<file path="src/rtl/hbg_pkg.sv">
// package of constants and carrier types for the half-bridge gate drive logic
package hbg_pkg;
    // number of half-bridge phases
    localparam int NUM_PHASES = 3;
    // clock rate in kHz (50 MHz)
    localparam int CLK_KHZ = 50000;
    // dead interval target in ns, rounded up to whole cycles
    localparam int DEAD_INTERVAL_NS = 300;
    localparam int DEAD_CYCLES =
        (DEAD_INTERVAL_NS * CLK_KHZ + 999999) / 1000000;
    // glitch filter target in ns, rounded up to whole cycles
    localparam int GLITCH_FILTER_NS = 300;
    localparam int GLITCH_CYCLES =
        (GLITCH_FILTER_NS * CLK_KHZ + 999999) / 1000000;
    // counter width shared by both timers
    localparam int CNT_W = 8;
    localparam logic [CNT_W-1:0] CNT_ZERO = 8'h00;

    // per-phase command pair, active-low as at the pins
    typedef struct packed {
        logic low_side_cmd_n;
        logic high_side_cmd_n;
    } hbg_cmd_t;

    // per-phase gate pair
    typedef struct packed {
        logic low_gate;
        logic high_gate;
    } hbg_gate_t;

    // overcurrent shutdown sequencing states
    typedef enum logic [1:0] {
        SD_IDLE      = 2'b00,
        SD_DISCHARGE = 2'b01,
        SD_RECHARGE  = 2'b10
    } hbg_sd_state_t;
endpackage

</file>
<file path="src/rtl/hbg_gate_drive.sv">
// gate drive logic for a triple half-bridge with lockouts and overcurrent shutdown
`timescale 1ns/1ps
module hbg_gate_drive #(
    parameter int PHASES        = hbg_pkg::NUM_PHASES,
    parameter int DEAD_CYCLES   = hbg_pkg::DEAD_CYCLES,
    parameter int GLITCH_CYCLES = hbg_pkg::GLITCH_CYCLES
) (
    input  wire logic                              clk_in,
    input  wire logic                              sys_rst_in,
    input  wire logic                              gate_activation_in,
    input  wire hbg_pkg::hbg_cmd_t [PHASES-1:0]    cmd_in,
    input  wire logic                              supply_lockout_in,
    input  wire logic [PHASES-1:0]                 bootstrap_lockout_in,
    input  wire logic                              sense_over_in,
    input  wire logic                              sense_clear_in,
    input  wire logic                              timer_unlatch_in,
    input  wire logic                              timer_restart_in,
    output hbg_pkg::hbg_gate_t [PHASES-1:0]        gate_out,
    output logic                                   protection_alert_n_out,
    output logic                                   disable_timer_pin_out,
    output logic                                   disable_timer_pin_oe_out
);
    localparam logic [hbg_pkg::CNT_W-1:0] DEAD_LEN   = hbg_pkg::CNT_W'(DEAD_CYCLES);
    // filter near 300 ns
    // the trip lands one sample past the count, so 15 cycles at 50 MHz gives 320 ns
    localparam logic [hbg_pkg::CNT_W-1:0] GLITCH_LEN = hbg_pkg::CNT_W'(GLITCH_CYCLES);
    // check helpers: saturation points of the run and wait counters
    localparam logic [hbg_pkg::CNT_W-1:0] COMP_SAT   = GLITCH_LEN + 8'h01;
    localparam logic [hbg_pkg::CNT_W-1:0] WAIT_LEN   = DEAD_LEN + 8'h02;

    hbg_pkg::hbg_sd_state_t         sd_state_reg;
    logic [hbg_pkg::CNT_W-1:0]      glitch_cnt_reg;
    logic                           trip_pulse;
    logic                           shutdown_active;
    logic                           comp_raw;
    logic [hbg_pkg::CNT_W-1:0]      comp_run_reg;

    // comparator gated
    // comparator output is ignored while the main supply is locked out
    assign comp_raw = sense_over_in & ~supply_lockout_in;

    // glitch filter count
    // counts consecutive high cycles; any low sample restarts the filter
    always_ff @(posedge clk_in) begin
        if (sys_rst_in || !comp_raw) begin
            glitch_cnt_reg <= hbg_pkg::CNT_ZERO;
        end else if (glitch_cnt_reg != GLITCH_LEN) begin
            glitch_cnt_reg <= glitch_cnt_reg + 8'h01;
        end
    end

    // filter length parameter
    // trip once the pulse has outlasted the filter length
    assign trip_pulse = comp_raw && (glitch_cnt_reg == GLITCH_LEN);

    // comparator run length for the filter checks; kept apart from the filter
    // counter so the checks do not lean on the logic they judge
    always_ff @(posedge clk_in) begin
        if (sys_rst_in || !comp_raw) begin
            comp_run_reg <= hbg_pkg::CNT_ZERO;
        end else if (comp_run_reg != COMP_SAT) begin
            comp_run_reg <= comp_run_reg + 8'h01;
        end
    end

    // shutdown sequencing
    // discharge until sense clears and pin below unlatch, then wait for restart
    always_ff @(posedge clk_in) begin
        if (sys_rst_in) begin
            sd_state_reg <= hbg_pkg::SD_IDLE;
        end else begin
            unique case (sd_state_reg)
                hbg_pkg::SD_IDLE: begin
                    if (trip_pulse) begin
                        sd_state_reg <= hbg_pkg::SD_DISCHARGE;
                    end
                end
                hbg_pkg::SD_DISCHARGE: begin
                    if (sense_clear_in && timer_unlatch_in) begin
                        sd_state_reg <= hbg_pkg::SD_RECHARGE;
                    end
                end
                hbg_pkg::SD_RECHARGE: begin
                    // restart at threshold
                    // a new trip during recharge restarts the discharge
                    if (trip_pulse) begin
                        sd_state_reg <= hbg_pkg::SD_DISCHARGE;
                    end else if (timer_restart_in) begin
                        sd_state_reg <= hbg_pkg::SD_IDLE;
                    end
                end
                default: begin
                    sd_state_reg <= hbg_pkg::SD_IDLE;
                end
            endcase
        end
    end

    // immediate gate kill
    // the trip itself kills gates at the next edge, not waiting on the pin network
    assign shutdown_active = trip_pulse || (sd_state_reg != hbg_pkg::SD_IDLE);

    // pin discharge switch
    // open-drain: drive low only while discharging, output data is always zero
    always_ff @(posedge clk_in) begin
        if (sys_rst_in) begin
            disable_timer_pin_oe_out <= 1'b0;
            disable_timer_pin_out    <= 1'b0;
        end else begin
            disable_timer_pin_out    <= 1'b0;
            disable_timer_pin_oe_out <= trip_pulse ||
                (sd_state_reg == hbg_pkg::SD_DISCHARGE &&
                 !(sense_clear_in && timer_unlatch_in));
        end
    end

    // alert on lockout
    // alert is pure indication; nothing inside reads it back
    always_ff @(posedge clk_in) begin
        if (sys_rst_in) begin
            protection_alert_n_out <= 1'b0;
        end else begin
            protection_alert_n_out <= !(supply_lockout_in || shutdown_active);
        end
    end

    // per-phase decode, interlock and dead interval
    genvar p;
    generate
        for (p = 0; p < PHASES; p++) begin : g_phase
            logic                      req_low;
            logic                      req_high;
            logic                      want_low;
            logic                      want_high;
            logic                      high_armed_reg;
            logic                      high_req_prev_reg;
            logic [hbg_pkg::CNT_W-1:0] dead_cnt_reg;
            logic                      last_low_reg;
            logic                      kill;
            logic [hbg_pkg::CNT_W-1:0] since_low_reg;
            logic [hbg_pkg::CNT_W-1:0] since_high_reg;
            logic [hbg_pkg::CNT_W-1:0] low_wait_reg;
            logic [hbg_pkg::CNT_W-1:0] high_wait_reg;

            assign req_low  = gate_activation_in && !cmd_in[p].low_side_cmd_n;
            assign req_high = gate_activation_in && !cmd_in[p].high_side_cmd_n;

            assign kill = supply_lockout_in || shutdown_active;

            // bootstrap rearm
            // held requests are not resumed; only a new high request or a supply lockout rearms
            always_ff @(posedge clk_in) begin
                if (sys_rst_in) begin
                    high_armed_reg    <= 1'b1;
                    high_req_prev_reg <= 1'b0;
                end else begin
                    high_req_prev_reg <= req_high;
                    if (bootstrap_lockout_in[p] && !supply_lockout_in) begin
                        high_armed_reg <= 1'b0;
                    end else if (supply_lockout_in || (req_high && !high_req_prev_reg)) begin
                        high_armed_reg <= 1'b1;
                    end
                end
            end

            assign want_low  = req_low && !req_high && !kill;
            assign want_high = req_high && !req_low && !kill &&
                               !bootstrap_lockout_in[p] && high_armed_reg;

            // dead interval counter
            // held at zero while either gate is on; reaching length allows the other side
            always_ff @(posedge clk_in) begin
                if (sys_rst_in) begin
                    dead_cnt_reg <= DEAD_LEN;
                    last_low_reg <= 1'b0;
                end else if (gate_out[p].low_gate || gate_out[p].high_gate) begin
                    dead_cnt_reg <= hbg_pkg::CNT_ZERO;
                    last_low_reg <= gate_out[p].low_gate;
                end else if (dead_cnt_reg != DEAD_LEN) begin
                    dead_cnt_reg <= dead_cnt_reg + 8'h01;
                end
            end

            // no extra delay
            // the gap counts from turn-off, so an external gap already covers it
            always_ff @(posedge clk_in) begin
                if (sys_rst_in) begin
                    gate_out[p] <= '0;
                end else begin
                    gate_out[p].low_gate  <= want_low &&
                        (gate_out[p].low_gate || last_low_reg || dead_cnt_reg == DEAD_LEN);
                    gate_out[p].high_gate <= want_high &&
                        (gate_out[p].high_gate || !last_low_reg || dead_cnt_reg == DEAD_LEN);
                end
            end

            // per-side off time, saturating at the dead length; kept per side so the
            // dead checks do not reuse the shared counter they are meant to judge
            always_ff @(posedge clk_in) begin
                if (sys_rst_in) begin
                    since_low_reg  <= DEAD_LEN;
                    since_high_reg <= DEAD_LEN;
                end else begin
                    if (gate_out[p].low_gate) begin
                        since_low_reg <= hbg_pkg::CNT_ZERO;
                    end else if (since_low_reg != DEAD_LEN) begin
                        since_low_reg <= since_low_reg + 8'h01;
                    end
                    if (gate_out[p].high_gate) begin
                        since_high_reg <= hbg_pkg::CNT_ZERO;
                    end else if (since_high_reg != DEAD_LEN) begin
                        since_high_reg <= since_high_reg + 8'h01;
                    end
                end
            end

            // cycles a lone low request has been held, for the follow check
            always_ff @(posedge clk_in) begin
                if (sys_rst_in || !want_low) begin
                    low_wait_reg <= hbg_pkg::CNT_ZERO;
                end else if (low_wait_reg != WAIT_LEN) begin
                    low_wait_reg <= low_wait_reg + 8'h01;
                end
            end

            // cycles a lone high request has been held, for the follow check
            always_ff @(posedge clk_in) begin
                if (sys_rst_in || !want_high) begin
                    high_wait_reg <= hbg_pkg::CNT_ZERO;
                end else if (high_wait_reg != WAIT_LEN) begin
                    high_wait_reg <= high_wait_reg + 8'h01;
                end
            end

            // never both gates high
            chk_gate_interlock: assert property (@(posedge clk_in) disable iff (sys_rst_in)
                !(gate_out[p].low_gate && gate_out[p].high_gate))
                else $error("both gates of one phase high");
            // either gate turning off keeps the other gate off for two samples
            chk_dead_low_high: assert property (@(posedge clk_in) disable iff (sys_rst_in)
                $fell(gate_out[p].low_gate) |-> !gate_out[p].high_gate [*2])
                else $error("dead interval violated low to high");
            chk_dead_high_low: assert property (@(posedge clk_in) disable iff (sys_rst_in)
                $fell(gate_out[p].high_gate) |-> !gate_out[p].low_gate [*2])
                else $error("dead interval violated high to low");
            // bootstrap lockout blocks high gate next cycle
            chk_boot_block: assert property (@(posedge clk_in) disable iff (sys_rst_in)
                bootstrap_lockout_in[p] |=> !gate_out[p].high_gate)
                else $error("high gate on during bootstrap lockout");
            // truth table: lone low request reaches gate within the dead interval plus two cycles
            chk_low_follow: assert property (@(posedge clk_in) disable iff (sys_rst_in)
                low_wait_reg == WAIT_LEN |-> gate_out[p].low_gate)
                else $error("low request not honoured");
            // lone high request reaches its gate within the dead interval plus two cycles
            chk_high_follow: assert property (@(posedge clk_in) disable iff (sys_rst_in)
                high_wait_reg == WAIT_LEN |-> gate_out[p].high_gate)
                else $error("high request not honoured");
            // the complementary gate rises only after the full dead interval
            chk_dead_span_lh: assert property (@(posedge clk_in) disable iff (sys_rst_in)
                $rose(gate_out[p].high_gate) |-> since_low_reg >= DEAD_LEN)
                else $error("low to high gap shorter than dead interval");
            chk_dead_span_hl: assert property (@(posedge clk_in) disable iff (sys_rst_in)
                $rose(gate_out[p].low_gate) |-> since_high_reg >= DEAD_LEN)
                else $error("high to low gap shorter than dead interval");
            // a high request held across bootstrap lockout is not resumed
            chk_boot_rearm: assert property (@(posedge clk_in) disable iff (sys_rst_in)
                $fell(bootstrap_lockout_in[p]) && !$past(supply_lockout_in)
                    |=> !gate_out[p].high_gate)
                else $error("high gate resumed a held request");
            // disabled input gives low gates
            chk_enable_off: assert property (@(posedge clk_in) disable iff (sys_rst_in)
                !gate_activation_in |=> !gate_out[p].low_gate && !gate_out[p].high_gate)
                else $error("gate on with enable low");
            cov_high_on: cover property (@(posedge clk_in) disable iff (sys_rst_in)
                $rose(gate_out[p].high_gate));
        end
    endgenerate

    // supply lockout kills every gate and holds alert
    chk_supply_kill: assert property (@(posedge clk_in) disable iff (sys_rst_in)
        supply_lockout_in |=> (gate_out == '0) && !protection_alert_n_out)
        else $error("output active during supply lockout");
    // short pulses never trip
    chk_glitch_short: assert property (@(posedge clk_in) disable iff (sys_rst_in)
        comp_raw && comp_run_reg < GLITCH_LEN |-> !trip_pulse)
        else $error("short comparator pulse caused shutdown");
    // a pulse one sample past the filter length trips
    chk_glitch_long: assert property (@(posedge clk_in) disable iff (sys_rst_in)
        comp_raw && comp_run_reg == GLITCH_LEN |-> trip_pulse)
        else $error("long comparator pulse did not trip");
    // trip kills gates, pulls alert and drives pin next cycle
    chk_trip_kill: assert property (@(posedge clk_in) disable iff (sys_rst_in)
        trip_pulse |=> gate_out == '0 && !protection_alert_n_out
            && disable_timer_pin_oe_out)
        else $error("trip did not shut down");
    // no comparator action during lockout
    chk_comp_disabled: assert property (@(posedge clk_in) disable iff (sys_rst_in)
        supply_lockout_in && sd_state_reg == hbg_pkg::SD_IDLE
            |=> !disable_timer_pin_oe_out)
        else $error("comparator active during lockout");
    // pin released only after both conditions
    chk_pin_release: assert property (@(posedge clk_in) disable iff (sys_rst_in)
        $fell(disable_timer_pin_oe_out)
            |-> $past(sense_clear_in) && $past(timer_unlatch_in))
        else $error("pin released early");
    // gates stay off through the whole disable time, discharge and recharge alike
    chk_shutdown_hold: assert property (@(posedge clk_in) disable iff (sys_rst_in)
        sd_state_reg != hbg_pkg::SD_IDLE |=> gate_out == '0)
        else $error("gate on during disable time");
    // once restart is reached and nothing else holds it, the alert releases
    chk_restart_alert: assert property (@(posedge clk_in) disable iff (sys_rst_in)
        (sd_state_reg == hbg_pkg::SD_RECHARGE && timer_restart_in && !trip_pulse)
            ##1 (!supply_lockout_in && !trip_pulse) |=> protection_alert_n_out)
        else $error("alert held after restart");

    cov_trip: cover property (@(posedge clk_in) trip_pulse);
    cov_restart: cover property (@(posedge clk_in)
        sd_state_reg == hbg_pkg::SD_RECHARGE ##1 sd_state_reg == hbg_pkg::SD_IDLE);
    cov_lockout_exit: cover property (@(posedge clk_in) $fell(supply_lockout_in));
endmodule

</file>
<file path="config.mk">
export PLATFORM = sky130hd
export DESIGN_NAME = hbg_gate_drive
export DESIGN_NICKNAME = d
export VERILOG_FILES = /design/src/rtl/hbg_pkg.sv /design/src/rtl/hbg_gate_drive.sv
export SDC_FILE = /design/constraint.sdc
export NUM_CORES = 1
export LEC_CHECK = 0
export BUFFER_PORTS_ARGS = -buffer_cell sky130_fd_sc_hd__buf_2
export CELL_PAD_IN_SITES_DETAIL_PLACEMENT = 1
export CELL_PAD_IN_SITES_GLOBAL_PLACEMENT = 2
export CORE_UTILIZATION = 35
export CTS_BUF_LIST = sky130_fd_sc_hd__clkbuf_8 sky130_fd_sc_hd__clkbuf_16
export DETAILED_ROUTE_END_ITERATION = 12
export GPL_TIMING_DRIVEN = 0
export PLACE_DENSITY_LB_ADDON = 0.1
export SLEW_MARGIN = 20
export SYNTH_ARGS = -nofsm -noshare
export SYNTH_HDL_FRONTEND = slang
export SYNTH_SLANG_ARGS = --single-unit
</file>
<file path="constraint.sdc">
create_clock -name clk_in -period 1.9 [get_ports clk_in]
set_clock_uncertainty 0.05 [all_clocks]
set_input_delay 0.38 -clock clk_in [delete_from_list [all_inputs] [get_ports clk_in]]
set_output_delay 0.38 -clock clk_in [all_outputs]
set_load 0.02 [all_outputs]
</file>
==> summary.md <==
| Metric | Value |
|---|---|
| Status | completed |
| Reg area | 0.00102 mm² |
| Post-synth EDFFs | 0 |
| Final worst path period share | 0.931 |
| Crit-path max FO | 4 |
| Grt total ovfl | 0 |
| Met1 Wirelength | 2640 µm |
| RR Startpoint | sd_state_reg[1] |
| Largest net degree at the start of global routing | 15 |
| Hold WC Path Type | input port to flip-flop |
| PD cells | 1170 mW/mm² |
| RSZ-0062 raised after global routing | false |
| Worst slew margin | 0.518 |
| Vias in the first global route | between 1,500 and 2,000 |
| TritonCTS clock tree | done |
| NumNets Final | approximately 310 |
| Synth Register Bits | 51 |
| Die Width | 82.7 µm |
| Critical hold path startpoint | cmd_in[1] |
| Post-synth top cells | dfxtp_1, o21ai_0, nor2_1 |
| Wire length on met3 | 136 µm |
| Clk_lat worst skew | about 0.31 ns |
| Share of cells above drive strength 1 | 0.178 |
| Most used DFF post-synth | dfxtp_1 |
| WHS Endpoint | gate_out[1] |
| CTS root buffer | clkbuf_8 |
| R2R depth | 4 |
| Buffers inserted by post-CTS timing repair | 0 |
| Endpoints failing setup | 0 |
| CP max stage delay | 0.56 ns |
| Setup crit end kind | flip-flop |
| Dpl hpwl | 3880 µm |
| CTS H-tree depth | 2 |
| CP Cell Sequence | nor4_1, o311ai_4, buf_4, a2111oi_2 |
| Hold Crit Depth | 2 |
| Max Slew Vio Count | 0 |
| First-pass GRT wire length | 8730 µm |
| Number of antenna violations at the first check in global routing | 0 |
| Clock Sinks | 51 |
| Mapped Cells | 259 |
| Largest cells by area after synthesis | dfxtp_1, o21ai_0, or3_1 |
| Vias per cell | 5.39 |
| Hold-fix buffers, CTS | 0 |
| Post-Syn Area | around 0.0023 mm² |
| # DRC | 0 |
| Longest Clk Path Bufs | 2 |
| Crit start category | flip-flop |
| Core Util, Final | 0.413 |
| Required time worst endpoint | between 2 and 2.5 ns |
| GP Congestion | roughly 0.7 |
| Site Rows | 29 |
| DRT iter0 DRCs | 38 |
| Maximum vdd drop | 0.474 mV |
| Sequential share of the synthesized area | 0.448 |
| Port bufs | 23 |
| Critical path's top delay family | simple AND/OR/NAND/NOR gates |
| Yosys top cell by area | dfxtp_1 |
| Peak Freq | 565 MHz |
| Synthesized net count | 280 |
| First drt pass iteration count | 4 |
| Max reg flops | 24 |
| Final wirelength | roughly 5400 µm |
| CP arrival | around 1.9 ns |
| Die H | 82.7 µm |
| Filler instances | 772 |
| Antenna-violating nets left | 0 |
| RR Endpoint | gate_out[1] |
| Netlist cell types | 42 |
| Routed vias | approximately 2,000 |
| Max Cap Violations | 0 |
| Post-Syn Area per Cell | 8.81 µm² |
| Min Tclk post-route | 1.77 ns |
| Worst path buffer plus inverter count | 1 |
| Tot GR Track Use | 0.171 |
| Async set or reset register ratio after synthesis | 0 |
| Worst Tran Pin Value | 0.717 ns |
| N_diodes | 0 |
| Yosys warns | 0 |
| Area growth syn-to-layout | 14.3% |
| Most frequent cell after synthesis | dfxtp_1 |
| Setup CP Type | flip-flop to flip-flop |
| Lkg Pwr | 0.980 nW |
| Num CTS Buffers | 5 |
| Wire per inst | 14.6 µm |
| Initial Util | 0.361 |
| WHS | just over 0.2 ns |
| Met2 wire len | 2530 µm |
| Multi-input logic area | approximately 0.0012 mm² |
| Final hold violations | 0 |
| Die ar. | 0.00684 mm² |
| Clock slew at reported path FFs | approximately 0.090 ns |
| Uppermost layer routed | met4 |
| Total core area | approximately 0.0063 mm² |
| Max stage delay cell, worst path | nor4_1 |
| CTS resizes | 0 |
| Area share of the largest cell type after synthesis | 0.448 |
| Flop-to-flop setup slack | between 0.1 and 0.15 ns |
| IO Count | 26 |
-- report_power, final --
part | switching, mW | internal (mW) | total [mW]
clock | 0.360 | 0.328 | 0.688
sequential | 0.147 | 1.21 | 1.36
combinational | 0.540 | 0.459 | 0.999
-- layer usage --
layer,vias to the layer above,GRT usage
met5,-,0
met4,0,0.0517
met3,6,0.0440
met2,16,0.283
met1,949,0.216
li1,1017,-
-- cells by family (layout without fill, tap and decap cells) --
family	after synthesis	after routing	synth area share
xor+xnor	3	3	0.0115
other cells	1	1	0.00164
buf+inv	19	52	0.0346
simple gates	102	102	0.235
compound gates	79	79	0.247
fa+ha+maj	4	4	0.0219
flops	51	51	0.448
-- stage by stage --
stage	TNS [ns]	std cells	worst slack [ns]	cell area [µm²]	total power, mW
floorplan	0	259	0.246	2280	2.14
global placement	-0.0363	359	-0.0363	2490	2.36
detailed placement	-0.0608	359	-0.0608	2490	2.39
CTS	0	367	0.0418	2590	3.08
global route	0	369	0.0299	2610	3.27
finish	0	369	0.131	2610	3.05
-- cell usage in the layout (no fill, tap or decap), types with 2 or more instances in the layout --
| cell type | instances |
|---|---|
| a21oi_1 | 19 |
| a31o_2 | 8 |
| or4_1 | 4 |
| nor4_1 | 2 |
| nor2b_1 | 3 |
| xor2_1 | 2 |
| o211ai_1 | 7 |
| o21bai_1 | 2 |
| clkbuf_8 | 7 |
| dfxtp_1 | 51 |
| buf_4 | 3 |
| or2_4 | 2 |
| a2111oi_4 | 2 |
| buf_2 | 26 |
| or3_1 | 19 |
| nor2_1 | 23 |
| nand2b_1 | 4 |
| nand3_1 | 11 |
| nor3_1 | 5 |
| nand4_1 | 6 |
| o211a_1 | 2 |
| a211oi_1 | 5 |
| ha_1 | 4 |
| nand2_1 | 17 |
| inv_1 | 10 |
| clkbuf_1 | 6 |
| o21ai_0 | 26 |
-- worst reg2reg max path, stage by stage (launching register included) --
cell and delay (ns):
dfxtp_1 0.35, nor4_1 0.56, o311ai_4 0.19, buf_4 0.20, a2111oi_2 0.32
-- layout make-up --
class / instances / area share
buffer: 10 / 0.0173
multi-input combinational: 189 / 0.453
sequential: 51 / 0.392
tap: 77 / 0.0369
clock inverter: 1 / 0.00144
timing repair buffer: 25 / 0.0499
clock buffer: 7 / 0.0369
inverter: 9 / 0.0130
-- worst max path at each step --
stage | startpoint | endpoint | slack (ns) | depth (start not counted)
2_1_floorplan | g_phase[1].dead_cnt_reg[4] | g_phase[1].dead_cnt_reg[0] | 0.25 | 4
3_3_place_gp | sys_rst_in | gate_out[1] | -0.04 | 4
3_5_place_dp | sys_rst_in | gate_out[1] | -0.06 | 4
4_1_cts | glitch_cnt_reg[0] | gate_out[1] | 0.04 | 4
5_1_grt | sd_state_reg[0] | gate_out[1] | 0.03 | 4
6_report | sd_state_reg[1] | gate_out[1] | 0.13 | 4
(Power assumes the default switching activity.)
